**src/verilog/dssc_pkg.sv**
```systemverilog
// package of the single-tone and clock configuration block
// assumes one 125 MHz core clock and a 2-channel synthesizer core behind it
package dssc_pkg;

   // ****************************************
   // register addresses (5-bit serial address)
   // ****************************************
   localparam logic [4:0] ADDR_CHANNEL_SELECT       = 5'h00;
   localparam logic [4:0] ADDR_FUNCTION_CONFIG_ONE  = 5'h01;
   localparam logic [4:0] ADDR_CHANNEL_FUNCTION     = 5'h03;
   localparam logic [4:0] ADDR_FREQUENCY_TUNING     = 5'h04;
   localparam logic [4:0] ADDR_PHASE_OFFSET         = 5'h05;

   // data bytes per register, last byte index
   localparam logic [1:0] LAST_BYTE_ONE   = 2'h0;
   localparam logic [1:0] LAST_BYTE_TWO   = 2'h1;
   localparam logic [1:0] LAST_BYTE_THREE = 2'h2;
   localparam logic [1:0] LAST_BYTE_FOUR  = 2'h3;

   // ****************************************
   // serial instruction byte
   // ****************************************
   localparam int          INSTR_READ_BIT = 7;
   localparam int          INSTR_ADDR_MSB = 4;
   localparam logic [2:0]  LAST_BIT       = 3'h7;

   // ****************************************
   // field layouts and reset values
   // ****************************************
   localparam int          SEL_EN_LSB     = 6;      // channel enables [7:6]
   localparam int          SEL_MODE_MSB   = 2;      // serial mode [2:1]
   localparam int          SEL_MODE_LSB   = 1;
   localparam logic [7:0]  SEL_RST        = 8'hc0;  // both enables set, single-bit mode
   localparam int          CFG1_VCO_BIT   = 23;
   localparam int          CFG1_MULT_MSB  = 22;
   localparam int          CFG1_MULT_LSB  = 18;
   localparam int          CFG1_CP_MSB    = 17;
   localparam int          CFG1_CP_LSB    = 16;
   localparam logic [23:0] CFG1_RST       = 24'h000000; // vco low, bypass, 75 uA
   localparam int          CHFN_MATCH_BIT = 5;
   localparam logic [23:0] CHFN_RST       = 24'h000000;
   localparam logic [31:0] FREQ_RST       = 32'h00000000;
   localparam logic [15:0] PHASE_RST      = 16'h0000;

   // ****************************************
   // clock multiplier decode
   // ****************************************
   localparam logic [4:0]  MULT_MIN       = 5'h04;
   localparam logic [4:0]  MULT_MAX       = 5'h14;
   localparam logic [4:0]  MULT_BYPASS    = 5'h01;
   localparam logic [1:0]  CP_75UA        = 2'h0;

   // sync clock is the system clock divided by four
   localparam logic [1:0]  SYNC_RISE_CNT  = 2'h1;

   // ****************************************
   // types
   // ****************************************
   typedef struct packed {
      logic [31:0] freq;
      logic [15:0] phase;
   } dssc_tone_t;

   typedef struct packed {
      logic       pll_enable;   // multiplier in use
      logic [4:0] mult_factor;  // effective factor, 1 in bypass
      logic       vco_high;     // vco gain range
      logic [1:0] cp_current;   // charge pump setting
      logic       xtal_osc_en;  // crystal oscillator on
      logic       ref_buf_en;   // reference input buffer on
   } dssc_clk_cfg_t;

endpackage

```
**src/verilog/dssc_sync.sv**
```systemverilog
// two-stage synchroniser for a group of pin inputs
// assumes the inputs are asynchronous to the clock
`timescale 1ns/1ns
module dssc_sync #(
   parameter int W = 1
) (
   input  wire logic         core_clk,
   input  wire logic         sys_rst,
   input  wire logic [W-1:0] async_in,
   output logic      [W-1:0] sync_out
);

   logic [W-1:0] meta;

   // first stage read only by the second
   always_ff @(posedge core_clk) begin
      if (sys_rst) begin
         meta     <= '0;
         sync_out <= '0;
      end else begin
         meta     <= async_in;
         sync_out <= meta;
      end
   end

endmodule

```
**src/verilog/dssc_top.sv**
```systemverilog
// single-tone configuration and system clock control of a 2-channel synthesizer
// assumes host drives the serial port pins, core_clk is the system clock
`timescale 1ns/1ns
module dssc_top #(
   parameter int NUM_CHAN = 2
) (
   input  wire logic                                core_clk,
   input  wire logic                                sys_rst,
   input  wire logic                                sclk,
   input  wire logic                                cs_n,
   input  wire logic                                sdio_in,
   output logic                                     sdio_out,
   output logic                                     sdio_oe,
   input  wire logic                                io_update,
   input  wire logic                                clk_mode_sel,
   output logic                                     sync_clk,
   output logic                                     single_bit_mode,
   output dssc_pkg::dssc_tone_t [NUM_CHAN-1:0]      tone_out,
   output dssc_pkg::dssc_clk_cfg_t                  clk_cfg
);
   import dssc_pkg::*;

   // ****************************************
   // pin synchronisers
   // ****************************************
   logic [4:0] pins_s;
   logic       s_sclk;
   logic       s_csn;
   logic       s_sdi;
   logic       s_ioup;
   logic       s_xsel;

   dssc_sync #(.W(5)) u_sync (
      .core_clk (core_clk),
      .sys_rst  (sys_rst),
      .async_in ({sclk, cs_n, sdio_in, io_update, clk_mode_sel}),
      .sync_out (pins_s)
   );

   assign {s_sclk, s_csn, s_sdi, s_ioup, s_xsel} = pins_s;

   // ****************************************
   // serial port
   // ****************************************
   logic        sclk_q;
   logic        sclk_rise;
   logic        sclk_fall;
   logic [2:0]  bit_cnt;
   logic [1:0]  byte_cnt;
   logic        in_data;
   logic [7:0]  instr;
   logic [31:0] shreg;
   logic [31:0] next_shreg;
   logic [31:0] rd_shift;
   logic [31:0] rd_word;
   logic [1:0]  last_byte;
   logic [4:0]  next_addr;
   logic        wr_stb;
   logic [4:0]  wr_addr;
   logic [31:0] wr_data;
   logic        byte_done;
   logic        is_read;

   assign sclk_rise  = s_sclk & ~sclk_q;
   assign sclk_fall  = ~s_sclk & sclk_q;
   assign next_shreg = {shreg[30:0], s_sdi};
   assign byte_done  = sclk_rise & (bit_cnt == LAST_BIT);
   assign is_read    = instr[INSTR_READ_BIT];
   assign next_addr  = next_shreg[INSTR_ADDR_MSB:0];

   // bytes per register, by address
   function automatic logic [1:0] last_byte_of(input logic [4:0] a);
      case (a)
         ADDR_FUNCTION_CONFIG_ONE: last_byte_of = LAST_BYTE_THREE;
         ADDR_CHANNEL_FUNCTION:    last_byte_of = LAST_BYTE_THREE;
         ADDR_FREQUENCY_TUNING:    last_byte_of = LAST_BYTE_FOUR;
         ADDR_PHASE_OFFSET:        last_byte_of = LAST_BYTE_TWO;
         default:                  last_byte_of = LAST_BYTE_ONE;
      endcase
   endfunction

   assign last_byte = last_byte_of(instr[INSTR_ADDR_MSB:0]);

   // edge tracking of the serial clock
   always_ff @(posedge core_clk) begin
      if (sys_rst) begin
         sclk_q <= 1'b0;
      end else begin
         sclk_q <= s_sclk;
      end
   end

   // bit and byte framing, chip select high restarts
   always_ff @(posedge core_clk) begin
      if (sys_rst || s_csn) begin
         bit_cnt  <= '0;
         byte_cnt <= '0;
         in_data  <= 1'b0;
         shreg    <= '0;
         instr    <= '0;
      end else if (sclk_rise) begin
         shreg   <= next_shreg;
         bit_cnt <= bit_cnt + 3'h1;
         if (byte_done && !in_data) begin
            instr    <= next_shreg[7:0];
            in_data  <= 1'b1;
            byte_cnt <= '0;
            shreg    <= '0;
         end else if (byte_done) begin
            byte_cnt <= (byte_cnt == last_byte) ? 2'h0 : byte_cnt + 2'h1;
         end
      end
   end

   // write strobe after the last data byte of a register
   always_ff @(posedge core_clk) begin
      if (sys_rst) begin
         wr_stb  <= 1'b0;
         wr_addr <= '0;
         wr_data <= '0;
      end else begin
         wr_stb  <= byte_done & in_data & ~is_read & ~s_csn & (byte_cnt == last_byte);
         wr_addr <= instr[INSTR_ADDR_MSB:0];
         wr_data <= next_shreg;
      end
   end

   // ****************************************
   // configuration registers
   // ****************************************
   logic [7:0]                    channel_select;
   logic [23:0]                   function_config_one;
   logic [NUM_CHAN-1:0][23:0]     channel_function;
   logic [NUM_CHAN-1:0][31:0]     freq_shadow;
   logic [NUM_CHAN-1:0][15:0]     phase_shadow;
   logic [NUM_CHAN-1:0][31:0]     freq_active;
   logic [NUM_CHAN-1:0][15:0]     phase_active;
   logic [NUM_CHAN-1:0]           chan_en;
   logic                          update_evt;

   // enables steer writes straight from the register
   assign chan_en = channel_select[SEL_EN_LSB +: NUM_CHAN];

   // channel select, reset enables all channels
   always_ff @(posedge core_clk) begin
      if (sys_rst) begin
         channel_select <= SEL_RST;
      end else if (wr_stb && wr_addr == ADDR_CHANNEL_SELECT) begin
         channel_select <= wr_data[7:0];
      end
   end

   // function register one
   always_ff @(posedge core_clk) begin
      if (sys_rst) begin
         function_config_one <= CFG1_RST;
      end else if (wr_stb && wr_addr == ADDR_FUNCTION_CONFIG_ONE) begin
         function_config_one <= wr_data[23:0];
      end
   end

   // per-channel words through shared addresses
   always_ff @(posedge core_clk) begin
      if (sys_rst) begin
         for (int c = 0; c < NUM_CHAN; c++) begin
            channel_function[c] <= CHFN_RST;
            freq_shadow[c]      <= FREQ_RST;
            phase_shadow[c]     <= PHASE_RST;
         end
      end else if (wr_stb) begin
         for (int c = 0; c < NUM_CHAN; c++) begin
            if (chan_en[c]) begin
               if (wr_addr == ADDR_CHANNEL_FUNCTION) channel_function[c] <= wr_data[23:0];
               if (wr_addr == ADDR_FREQUENCY_TUNING) freq_shadow[c] <= wr_data;
               if (wr_addr == ADDR_PHASE_OFFSET) phase_shadow[c] <= wr_data[15:0];
            end
         end
      end
   end

   // active words change only on an update
   always_ff @(posedge core_clk) begin
      if (sys_rst) begin
         freq_active  <= '0;
         phase_active <= '0;
      end else if (update_evt) begin
         freq_active  <= freq_shadow;
         phase_active <= phase_shadow;
      end
   end

   // ****************************************
   // sync clock and update sampling
   // ****************************************
   logic [1:0] div_cnt;
   logic       ioup_smp;

   // divide by four, output straight from a flop
   always_ff @(posedge core_clk) begin
      if (sys_rst) begin
         div_cnt  <= '0;
         sync_clk <= 1'b0;
      end else begin
         div_cnt  <= div_cnt + 2'h1;
         sync_clk <= div_cnt[1];
      end
   end

   // update rising edge seen one core clock before the sync clock rise
   always_ff @(posedge core_clk) begin
      if (sys_rst) begin
         ioup_smp   <= 1'b0;
         update_evt <= 1'b0;
      end else begin
         update_evt <= 1'b0;
         if (div_cnt == SYNC_RISE_CNT) begin
            ioup_smp   <= s_ioup;
            update_evt <= s_ioup & ~ioup_smp;
         end
      end
   end

   // ****************************************
   // output pipeline
   // ****************************************
   logic [NUM_CHAN-1:0][31:0] freq_d1;
   logic [NUM_CHAN-1:0][31:0] freq_d2;
   logic [NUM_CHAN-1:0][15:0] phase_d1;
   logic [NUM_CHAN-1:0][15:0] phase_d2;

   // phase normally one stage, three when matched
   always_ff @(posedge core_clk) begin
      if (sys_rst) begin
         freq_d1  <= '0;
         freq_d2  <= '0;
         phase_d1 <= '0;
         phase_d2 <= '0;
         tone_out <= '0;
      end else begin
         freq_d1  <= freq_active;
         freq_d2  <= freq_d1;
         phase_d1 <= phase_active;
         phase_d2 <= phase_d1;
         for (int c = 0; c < NUM_CHAN; c++) begin
            tone_out[c].freq  <= freq_d2[c];
            tone_out[c].phase <= channel_function[c][CHFN_MATCH_BIT] ? phase_d2[c] : phase_active[c];
         end
      end
   end

   // ****************************************
   // clock configuration decode
   // ****************************************
   logic [4:0] mult_field;
   logic       mult_ok;

   assign mult_field = function_config_one[CFG1_MULT_MSB:CFG1_MULT_LSB];
   assign mult_ok    = (mult_field >= MULT_MIN) && (mult_field <= MULT_MAX);

   // multiplier, vco, charge pump and source select
   always_ff @(posedge core_clk) begin
      if (sys_rst) begin
         clk_cfg         <= '0;
         clk_cfg.mult_factor <= MULT_BYPASS;
         clk_cfg.cp_current  <= CP_75UA;
         clk_cfg.ref_buf_en  <= 1'b1;
         single_bit_mode <= 1'b1;
      end else begin
         clk_cfg.pll_enable  <= mult_ok;
         clk_cfg.mult_factor <= mult_ok ? mult_field : MULT_BYPASS;
         clk_cfg.vco_high    <= function_config_one[CFG1_VCO_BIT];
         clk_cfg.cp_current  <= function_config_one[CFG1_CP_MSB:CFG1_CP_LSB];
         clk_cfg.xtal_osc_en <= s_xsel;
         clk_cfg.ref_buf_en  <= ~s_xsel;
         single_bit_mode <= (channel_select[SEL_MODE_MSB:SEL_MODE_LSB] == 2'h0);
      end
   end

   // ****************************************
   // readback
   // ****************************************
   logic rd_chan;

   // channel 0 answers shared addresses when enabled, else channel 1
   assign rd_chan = chan_en[0] ? 1'b0 : 1'b1;

   always_comb begin
      case (next_addr)
         ADDR_CHANNEL_SELECT:      rd_word = {channel_select, 24'h000000};
         ADDR_FUNCTION_CONFIG_ONE: rd_word = {function_config_one, 8'h00};
         ADDR_CHANNEL_FUNCTION:    rd_word = {channel_function[rd_chan], 8'h00};
         ADDR_FREQUENCY_TUNING:    rd_word = freq_shadow[rd_chan];
         ADDR_PHASE_OFFSET:        rd_word = {phase_shadow[rd_chan], 16'h0000};
         default:                  rd_word = 32'h00000000;
      endcase
   end

   // shift out msb first on serial clock falls
   always_ff @(posedge core_clk) begin
      if (sys_rst || s_csn) begin
         rd_shift <= '0;
         sdio_out <= 1'b0;
         sdio_oe  <= 1'b0;
      end else begin
         if (byte_done && !in_data) begin
            rd_shift <= rd_word;
         end else if (sclk_fall && in_data && is_read) begin
            sdio_out <= rd_shift[31];
            sdio_oe  <= 1'b1;
            rd_shift <= {rd_shift[30:0], 1'b0};
         end
      end
   end

endmodule

```
**config.mk**
```make
export PLATFORM = sky130hd
export DESIGN_NAME = dssc_top
export DESIGN_NICKNAME = d
export VERILOG_FILES = /design/src/verilog/dssc_pkg.sv /design/src/verilog/dssc_sync.sv /design/src/verilog/dssc_top.sv
export SDC_FILE = /design/constraint.sdc
export NUM_CORES = 1
export LEC_CHECK = 0
export BUFFER_PORTS_ARGS = -buffer_cell sky130_fd_sc_hd__buf_2
export CAP_MARGIN = 20
export CORE_AREA = 4 4 215 217
export CTS_CLUSTER_DIAMETER = 80
export DETAILED_ROUTE_END_ITERATION = 10
export DIE_AREA = 0 0 219 221
export PLACE_DENSITY = 0.85
export SLEW_MARGIN = 20
export SYNTH_ARGS = -nofsm -noshare
export SYNTH_HDL_FRONTEND = slang
export SYNTH_SLANG_ARGS = --single-unit
```
**constraint.sdc**
```tcl
create_clock -name core_clk -period 2.08 [get_ports core_clk]
set_clock_uncertainty 0.05 [all_clocks]
set_input_delay 0.416 -clock core_clk [delete_from_list [all_inputs] [get_ports core_clk]]
set_output_delay 0.416 -clock core_clk [all_outputs]
set_load 0.005 [all_outputs]
```
==> impl_metrics.ini, run 1 <==
[timing]
worst_pin_slew_ps = 834.9
min_period_over_period_pct = 95.95
setup_slack_ps = 84.15
holdWs_ps = 28.23
rsz0062_at_grt = false
slew_headroom_pct = 44.34
slew_violations = 0
min_period_ps = 1996
setup_violations = 0
fin_setup_tns_ps = 0
hold_viol = 0
fmaxAchievable_mhz = 501.0

[pwr]
switching_share_pct = 19.99
seq_power_share_pct = 51.3
peakVddDrop_mv = 0.5314
power.density_mw_per_mm2 = 957.2
intPower_mw = 21.03
p_leak_nw = 10.77
combPwrFrac_pct = 1.3
power_frac_clock_pct = 47.3
p_switching_mw = 5.255
total_power_mw = 26.28

[die]
initial_core_util_pct = 53.81
fp.dieW_um = 219
die_h_um = 221
dieArea_sq_mm = 0.04840
rows = 77
core_region_area_sq_mm = 0.04412
pin_count = 118

[critical_path]
arrival_ps = 2380
r2r_end = freq_shadow[30]$_SDFFE_PP0P_
cp_top_family = simple AND/OR/NAND/NOR gates
path_max_fanout = 18
rrSetupSlack_ps = 80
cp_slowest_stage_delay_ps = 400
r2r-start = wr_addr[3]$_SDFF_PP0_
path_cells = or3b_1 > nor4b_2 > buf_4 > and2_2 > buf_12 > mux2i_1 > nor2_1
reg2reg_depth = 7
cp_slowest_cell = or3b_1
worstSetupPathType = reg -> reg
crit_path_end_kind = flip-flop
cp.required_ps = 2460
cp_num_buf_inv = 2
critPathLaunchType = flip-flop

[detailed_routing]
drt-pass1-iter-count = 8
wl_per_cell_um = 17.63
viasPerCell = 5.288
drc_errors = 0
wl_um = 54580
drt_iter0_markers = 1605
vias = 16370
ant_nets = 0

[logic_synthesis]
avgSynthCellArea_sq_um = 10.06
syn_inst = 2360
yosysTopAreaCell = dfxtp_1
synth_edf_count = 0
yosysWarnings = 0
ys_seq_elements = 703
async_flop_share_pct = 0
netlist_top_cells_area = dfxtp_1 (59%), mux2i_1 (11%), nor2b_1 (8.2%)
syn-cell-area_sq_mm = 0.02374
ys_seq_area_share_pct = 59.27
synth_top_area_share_pct = 59.27
synthFlopType = dfxtp_1
synth.distinct_cells = 60
syn_nets = 2370

[status]
status = finished, final reports clean

[finish]
drive_above_1_share_pct = 13.02
antennaDiodeCount = 0
syn2layout_area_growth_pct = 15.65
fillers = 3467
final_nets = 2465
final_util_pct = 62.23

[worst_hold_path]
holdPathStages = 2
hp-start = io_update
hp-class = in -> reg
min_to = u_sync.meta[1]$_SDFF_PP0_

[clocking]
numCtsBuffers = 69
clock_latency_ps = 590
path_clk_slew_ps = 60
clockBufferDepth = 3
clockRootBuffer = clkbuf_16
cts_setup_buffers = 0
cts_tree = built
h-tree-depth = 3
cts.sinks = 703

[global_routing]
grt_util_all_layers_pct = 22.26
grt-ovfl-total = 0
antenna_found_initial = 0
grt_pass1_wl_um = 86590
grt_max_degree = 165
grt_pass1_vias = 16170

[job]
cap_violations = 0

[place]
place.gp.congestion = 0.8883
place_ws_ps = 13.46
numPortBuffers = 117
dp_hpwl_um = 35790
sequential cells by signal (all words and copies together) (netlist names), 3 cells and up:
register             cells
freq_active             64
instr                    6
phase_shadow            32
freq_d2                 64
clk_cfg                 11
channel_function        48
function_config_one     24
rd_shift                32
freq_d1                 64
phase_active            32
phase_d1                32
channel_select           8
phase_d2                32
freq_shadow             64
u_sync.meta              5
u_sync.sync_out          5
wr_addr                  5
wr_data                 32
shreg                   31
bit_cnt                  3
tone_out                96
area by class of cell:
cell class / instances / area (sq um) / share of cell area, %
repair buffers: 195 / 1395 / 5.080
clock buffers: 98 / 2008 / 7.313
well taps: 592 / 740.7 / 2.697
clock inverters: 21 / 274.0 / 0.9979
inverters: 2 / 7.507 / 0.02734
flip-flops and latches: 703 / 14080 / 51.27
multi-input cells: 1484 / 8956 / 32.61
power by group through the flow:
| stage | Clock (mW) | Combinational [mW] | Sequential [mW] |
|---|---|---|---|
| 2_1_floorplan | 0 | 0.256 | 13.8 |
| 3_3_place_gp | 0 | 0.340 | 13.8 |
| 3_5_place_dp | 0 | 0.345 | 13.8 |
| 4_1_cts | 12.6 | 0.351 | 13.5 |
| 5_1_grt | 13.2 | 0.386 | 13.5 |
| 6_report | 12.4 | 0.350 | 13.5 |
layer usage:
layer | global-route usage (%) | routed length [um] | vias to the layer above
met5 | 0 | 0 | -
met3 | 3.731 | 3211 | 149
met4 | 10.11 | 2291 | 0
li1 | - | - | 7956
met1 | 28.31 | 22890 | 7753
met2 | 37.15 | 26180 | 507
synth_stat cells (2+ instances only):
library cell  instances
a31oi_1              12
a211o_1               2
nor3_1                4
a21oi_1             180
nor4_1                3
mux2i_1             262
a311oi_1              4
mux2_2                3
a22oi_1               4
dfxtp_1             703
nor3b_1               4
nand3_1               7
nand2_1             345
nand2b_1              8
nor2b_1             310
nand3_2               2
buf_6                 8
a2111oi_0             5
o211ai_1              2
nor2_1              231
buf_2                23
ha_1                  3
o22ai_1              10
o22a_1                7
clkbuf_1            128
nor4bb_1              2
o31a_1                2
o221ai_1              7
o22ai_2               4
buf_1                10
or2_1                 2
inv_1                 2
and2_1                9
or2_2                 2
buf_4                 2
a221o_1              15
a211oi_1              4
a221oi_1              7
placed cells by master, fill, tap and decap left out, types with 8 or more instances in the layout:
cell type and count:
o22ai_1 10, and2_1 8, clkbuf_8 13, dfxtp_1 701, a21oi_1 180, nand2_1 344
a221o_1 15, clkbuf_1 14, buf_12 16, clkbuf_16 71, clkinv_2 12, buf_2 116
a31oi_1 12, mux2i_1 262, nor2b_1 309, nor2_1 231, buf_4 57
how the worst max path moves through the flow:
stage                     slack (ps)                                 to               startpoint  depth (start not counted)
after floorplan                   30          rd_shift[13]$_SDFFE_PP0P_  bit_cnt[0]$_SDFFE_PP0N_                          9
after global placement            50          rd_shift[14]$_SDFFE_PP0P_  bit_cnt[0]$_SDFFE_PP0N_                          8
after detailed placement          10          rd_shift[10]$_SDFFE_PP0P_  bit_cnt[0]$_SDFFE_PP0N_                          8
after CTS                         10          rd_shift[26]$_SDFFE_PP0P_    shreg[3]$_SDFFE_PP0N_                          6
after global routing               2  channel_function[46]$_SDFFE_PP0P_    wr_addr[3]$_SDFF_PP0_                          7
final                             80       freq_shadow[30]$_SDFFE_PP0P_    wr_addr[3]$_SDFF_PP0_                          7
per-stage QoR:
step | cell area, sq um | std cells
3_5_place_dp | 25110 | 2972
5_1_grt | 27460 | 3095
2_1_floorplan | 23740 | 2360
6_report | 27460 | 3095
4_1_cts | 27440 | 3095
3_3_place_gp | 25110 | 2972
cells by family after synthesis:
logic type | count (synthesis) | share of synthesized area (%)
AOI/OAI and AO/OA | 272 | 7.040
xor gates and xnor gates | 1 | 0.03689
and+or+nand+nor | 943 | 19.17
DFF | 703 | 59.27
adders and majority gates | 3 | 0.1581
buffers and inverters | 173 | 3.141
muxes | 265 | 11.19
what timing repair did:
action / 4_1_cts / 5_1_grt
gates resized for setup: 0 / 7
endpoints found under the setup margin: 0 / 17
hold buffers: 4 / 0
endpoints found under the hold margin: 4 / 0
Note: power is estimated with default switching activity, not from simulation.
==> run 2: changes to the inputs <==
--- a/config.mk
+++ b/config.mk
@@ -7,11 +7,11 @@
 export LEC_CHECK = 0
 export BUFFER_PORTS_ARGS = -buffer_cell sky130_fd_sc_hd__buf_2
 export CAP_MARGIN = 20
-export CORE_AREA = 4 4 215 217
+export CORE_AREA = 4 4 249 251
 export CTS_CLUSTER_DIAMETER = 80
 export DETAILED_ROUTE_END_ITERATION = 10
-export DIE_AREA = 0 0 219 221
-export PLACE_DENSITY = 0.85
+export DIE_AREA = 0 0 253 255
+export PLACE_DENSITY = 0.69
 export SLEW_MARGIN = 20
 export SYNTH_ARGS = -nofsm -noshare
 export SYNTH_HDL_FRONTEND = slang
==> run 2 against run 1 <==
Critical path depth fell by 1. Largest power group unchanged. Register-to-register slack worse by 20 ps. Worst setup slack got worse by 19 ps. Critical endpoint is now rd_shift[27]$_SDFFE_PP0P_. Maximum frequency decreased by 0.92%. Clock power hardly changed.
==> impl_metrics.ini, run 2 (same netlist as run 1, synthesis figures left out) <==
[place]
dp_hpwl_um = 37430
placed_cells = 3169
numPortBuffers = 117
place.gp.congestion = 0.9489
place_ws_ps = -95.31

[critical_path]
path_max_fanout = 8
crit_path_end_kind = flip-flop
r2r-start = channel_select[6]$_SDFFE_PP1P_
critPathLaunchType = flip-flop
crit_end = rd_shift[27]$_SDFFE_PP0P_
rrSetupSlack_ps = 70
cp.required_ps = 2500
reg2reg_depth = 6
startpoint = channel_select[6]$_SDFFE_PP1P_
arrival_ps = 2430
r2r_end = rd_shift[27]$_SDFFE_PP0P_
worstSetupPathType = reg -> reg

[timing]
min_period_ps = 2014
slew_headroom_pct = 45.99
fin_setup_tns_ps = 0
setup_slack_ps = 65.65
worst_pin_slew_ps = 809.0
hold_viol = 0
fmaxAchievable_mhz = 496.4
slew_violations = 0
rsz0062_at_grt = false
setup_violations = 0
min_period_over_period_pct = 96.84

[pwr]
total_power_mw = 26.40
power.density_mw_per_mm2 = 947.0
p_leak_nw = 10.87
peakVddDrop_mv = 0.5452

[status]
status = finished, final reports clean

[detailed_routing]
drc_errors = 0
drt_iter0_markers = 1170
wl_um = 56270
wl_per_cell_um = 17.06
viasPerCell = 4.964
drt-pass1-iter-count = 6
vias = 16380
ant_nets = 0

[clocking]
clockBufferDepth = 3
cts_tree = built
clock_latency_ps = 600
cts.sinks = 703
path_clk_slew_ps = 60
h-tree-depth = 3
clockRootBuffer = clkbuf_16
numCtsBuffers = 70

[finish]
syn2layout_area_growth_pct = 17.41
layout_common_cells = dfxtp_1 (701), nand2_1 (344), nor2b_1 (309)
final_nets = 2476
drive_above_1_share_pct = 13.51
largest_reg_flops = 96
fillers = 5538
instances_no_fill = 3299
final_common_cell = dfxtp_1
regMostFlops = tone_out
antennaDiodeCount = 0

[global_routing]
grt-ovfl-total = 0
grt_pass1_wl_um = 87750
grt_max_degree = 106
grt_util_all_layers_pct = 17.06
grt_pass1_vias = 15950
antenna_found_initial = 0

[worst_hold_path]
hp-class = in -> reg

[die]
rows = 90
core_region_area_sq_mm = 0.05991
die_h_um = 255
pin_count = 118
initial_core_util_pct = 39.63
dieArea_sq_mm = 0.06452
fp.dieW_um = 253

[job]
cap_violations = 0
[run 2: cell count changes in the layout (fill, tap and decap cells not counted), moves of 3 or more]
| cell | delta |
|---|---|
| buf_4 | +5 |
| clkinv_4 | +3 |
| clkbuf_8 | +5 |
| buf_6 | +3 |
| clkinv_2 | -5 |
| bufinv_16 | -3 |
[run 2: stage by stage]
step | utilization, % | area (sq um) | hold WS [ps]
global route | 46.53 | 27880 | 299.3
global placement | 42.42 | 25420 | 330.2
floorplan | - | 23740 | 327.0
CTS | 46.42 | 27810 | 264.0
detailed placement | 42.42 | 25420 | 335.2
finish | 46.53 | 27880 | 274.4
[run 2: area by class of cell]
| cell class | count | area, sq um | area share [%] |
|---|---|---|---|
| tap | 782 | 978.4 | 3.510 |
| timing repair buffer | 205 | 1496 | 5.368 |
| sequential | 703 | 14080 | 50.50 |
| inverter | 2 | 7.507 | 0.02693 |
| clock inverter | 18 | 207.7 | 0.7451 |
| multi-input combinational | 1484 | 8981 | 32.22 |
| clock buffer | 105 | 2127 | 7.630 |
[run 2: critical path: stages, from the launching register on]
cell      delay (ps)
dfxtp_2          360
buf_12           150
buf_4            200
mux2i_1          460
o22ai_1          190
a221oi_1         350
a21oi_1          110
[run 2: worst min path at each step]
stage	end	slack (ps)	startpoint	depth (start not counted)
2_1_floorplan	clk_cfg[0]$_SDFF_PP1_	330	u_sync.sync_out[0]$_SDFF_PP0_	1
3_3_place_gp	clk_cfg[0]$_SDFF_PP1_	330	u_sync.sync_out[0]$_SDFF_PP0_	1
3_5_place_dp	clk_cfg[0]$_SDFF_PP1_	340	u_sync.sync_out[0]$_SDFF_PP0_	1
4_1_cts	freq_shadow[26]$_SDFFE_PP0P_	260	sys_rst	3
5_1_grt	u_sync.meta[2]$_SDFF_PP0_	300	sys_rst	3
6_report	u_sync.sync_out[4]$_SDFF_PP0_	270	sys_rst	3
[run 2: timing repair]
action                                  4_1_cts  5_1_grt
buffers inserted                              0        2
hold buffers                                  5        0
gates resized for setup                       3       11
pin swaps                                     0        1
endpoints found under the hold margin         5        0
gates cloned                                  0        0
endpoints found under the setup margin       10       55
[run 2: metal layers]
metal | track usage (%) | part of all wire (%) | vias up
met2 | 28.12 | 47 | 487
met5 | 0 | 0 | -
li1 | - | - | 7976
met1 | 21.14 | 42 | 7769
met4 | 9.850 | 5.4 | 0
met3 | 3.079 | 5.7 | 143
[run 2: report_power, final]
part	switching, mW	total, mW	internal [mW]
sequential	0.0129	13.5	13.5
combinational	0.278	0.374	0.0957
clock	5.07	12.5	7.46
total	5.36	26.4	21.0
==> run 3: changes to the inputs <==
--- a/config.mk
+++ b/config.mk
@@ -5,7 +5,7 @@
 export SDC_FILE = /design/constraint.sdc
 export NUM_CORES = 1
 export LEC_CHECK = 0
-export BUFFER_PORTS_ARGS = -buffer_cell sky130_fd_sc_hd__buf_2
+export BUFFER_PORTS_ARGS = -buffer_cell sky130_fd_sc_hd__buf_4
 export CAP_MARGIN = 20
 export CORE_AREA = 4 4 249 251
 export CTS_CLUSTER_DIAMETER = 80
==> run 3 against run 2 <==
Cell count is essentially flat. Clock power is essentially flat. Routed wire length shrank 0.16%. Sequential share of layout area shrank 0.47 points. Clock-buffer cell count shrank 12. Sequential power is essentially flat. Die area is the same. Flip-flop and latch count is the same. Worst setup slack gained 17 ps. Cell area grew 0.94%. Core utilization grew 0.44 points.
==> impl_metrics.ini, run 3 (same netlist as run 1, synthesis figures left out) <==
[critical_path]
worstSetupPathType = reg -> reg
critPathLaunchType = flip-flop
cp_slowest_cell = dfxtp_2
cp_top_family = compound AO/OA/AOI/OAI gates
crit_path_end_kind = flip-flop
r2r_end = rd_shift[27]$_SDFFE_PP0P_
cp_slowest_stage_delay_ps = 490
cp.required_ps = 2510
path_cells = buf_4 > mux2i_1 > o22ai_1 > a221oi_1 > a21oi_1
arrival_ps = 2420
path_max_fanout = 9
cp_num_buf_inv = 1
r2r-start = channel_select[6]$_SDFFE_PP1P_
rrSetupSlack_ps = 80
reg2reg_depth = 5

[place]
numPortBuffers = 117
dpl-instance-area_sq_mm = 0.02575
dp_hpwl_um = 37670
place.gp.congestion = 0.9257

[timing]
slew_headroom_pct = 47.32
worst_pin_slew_ps = 789.1
min_period_ps = 1998
holdWs_ps = 174.5
hold_viol = 0
min_period_over_period_pct = 96.05
setup_violations = 0
fin_setup_tns_ps = 0
rsz0062_at_grt = true
fmaxAchievable_mhz = 500.6
slew_violations = 0

[detailed_routing]
drc_errors = 0
wl_um = 56180
ant_nets = 0
vias = 16170
wl_per_cell_um = 17.01
drt_iter0_markers = 1142
drt-pass1-iter-count = 7
viasPerCell = 4.897

[die]
die_h_um = 255
dieArea_sq_mm = 0.06452
initial_core_util_pct = 39.63
fp.dieW_um = 253
core_region_area_sq_mm = 0.05991
pin_count = 118
rows = 90

[finish]
syn2layout_area_growth_pct = 18.51
final_nets = 2476
final_util_pct = 46.97
layout_common_cells = dfxtp_1 (701), nand2_1 (344), nor2b_1 (309)
largest_reg_flops = 96
regMostFlops = tone_out
drive_above_1_share_pct = 13.77
final_common_cell = dfxtp_1
stdcell_area_sq_mm = 0.02814
antennaDiodeCount = 0

[global_routing]
grt_max_degree = 146
grt_pass1_vias = 15700
grt-ovfl-total = 0
antenna_found_initial = 0
grt_util_all_layers_pct = 17.13
grt_pass1_wl_um = 87900

[worst_hold_path]
hp-class = in -> reg
min_to = u_sync.meta[2]$_SDFF_PP0_
hp-start = sys_rst
holdPathStages = 3

[clocking]
numCtsBuffers = 68
cts.sinks = 703
path_clk_slew_ps = 60
cts_tree = built
clock_latency_ps = 610
h-tree-depth = 3
clockBufferDepth = 3
clockRootBuffer = clkbuf_16

[pwr]
peakVddDrop_mv = 0.5210
power.density_mw_per_mm2 = 929.9
p_leak_nw = 10.84

[job]
cap_violations = 0

[status]
status = finished, final reports clean
[run 3: through the flow]
stage	cells	power, mW	worst slack [ps]
after detailed placement	3172	14.15	-15.86
after CTS	3301	26.47	20.08
after global placement	3172	14.15	59.80
final	3302	26.17	82.23
after global routing	3302	27.05	-2.528
after floorplan	2360	14.04	28.38
[run 3: per-layer routing]
| metal | vias up | share of wire [%] | GRT usage [%] |
|---|---|---|---|
| li1 | 7982 | - | - |
| met1 | 7712 | 43 | 21.62 |
| met2 | 378 | 49 | 29.27 |
| met3 | 99 | 4.8 | 2.662 |
| met4 | 0 | 3.6 | 7.533 |
| met5 | - | 0 | 0 |
[run 3: worst max path at each step]
| stage | cells after the start | endpoint | start | slack [ps] |
|---|---|---|---|---|
| 4_1_cts | 6 | freq_shadow[2]$_SDFFE_PP0P_ | wr_addr[3]$_SDFF_PP0_ | 20 |
| 2_1_floorplan | 9 | rd_shift[13]$_SDFFE_PP0P_ | bit_cnt[0]$_SDFFE_PP0N_ | 30 |
| 5_1_grt | 7 | function_config_one[8]$_SDFFE_PP0P_ | wr_addr[3]$_SDFF_PP0_ | -3 |
| 3_3_place_gp | 6 | freq_shadow[7]$_SDFFE_PP0P_ | wr_addr[3]$_SDFF_PP0_ | 60 |
| 6_report | 5 | rd_shift[27]$_SDFFE_PP0P_ | channel_select[6]$_SDFFE_PP1P_ | 80 |
| 3_5_place_dp | 6 | freq_shadow[2]$_SDFFE_PP0P_ | wr_addr[3]$_SDFF_PP0_ | -20 |
[run 3: cell type report]
cell class | instances | area, sq um
clock buffers | 93 | 1959
inverters | 2 | 7.507
multi-input cells | 1484 | 9005
fillers | 5484 | 31770
repair buffers | 207 | 1815
clock inverters | 31 | 294.0
well taps | 782 | 978.4
flip-flops and latches | 703 | 14080
[run 3: power by group]
group          switching, mW  internal (mW)
Clock                   5.16           7.15
Sequential            0.0146           13.5
Combinational          0.272         0.0915
[run 3: repair_timing]
action	CTS	global route
resized for setup	3	13
setup buffers	0	1
hold buffers	5	0
endpoints found under the setup margin	20	49
pin swaps	0	2
hold endpoints to repair	5	0
[run 3: worst register-to-register path: cells and delay by family, from the launching register on]
kind,cells,cell delay [ps]
AOI/OAI and AO/OA,3,630
buffers and inverters,1,260
DFF,1,490
muxes,1,440
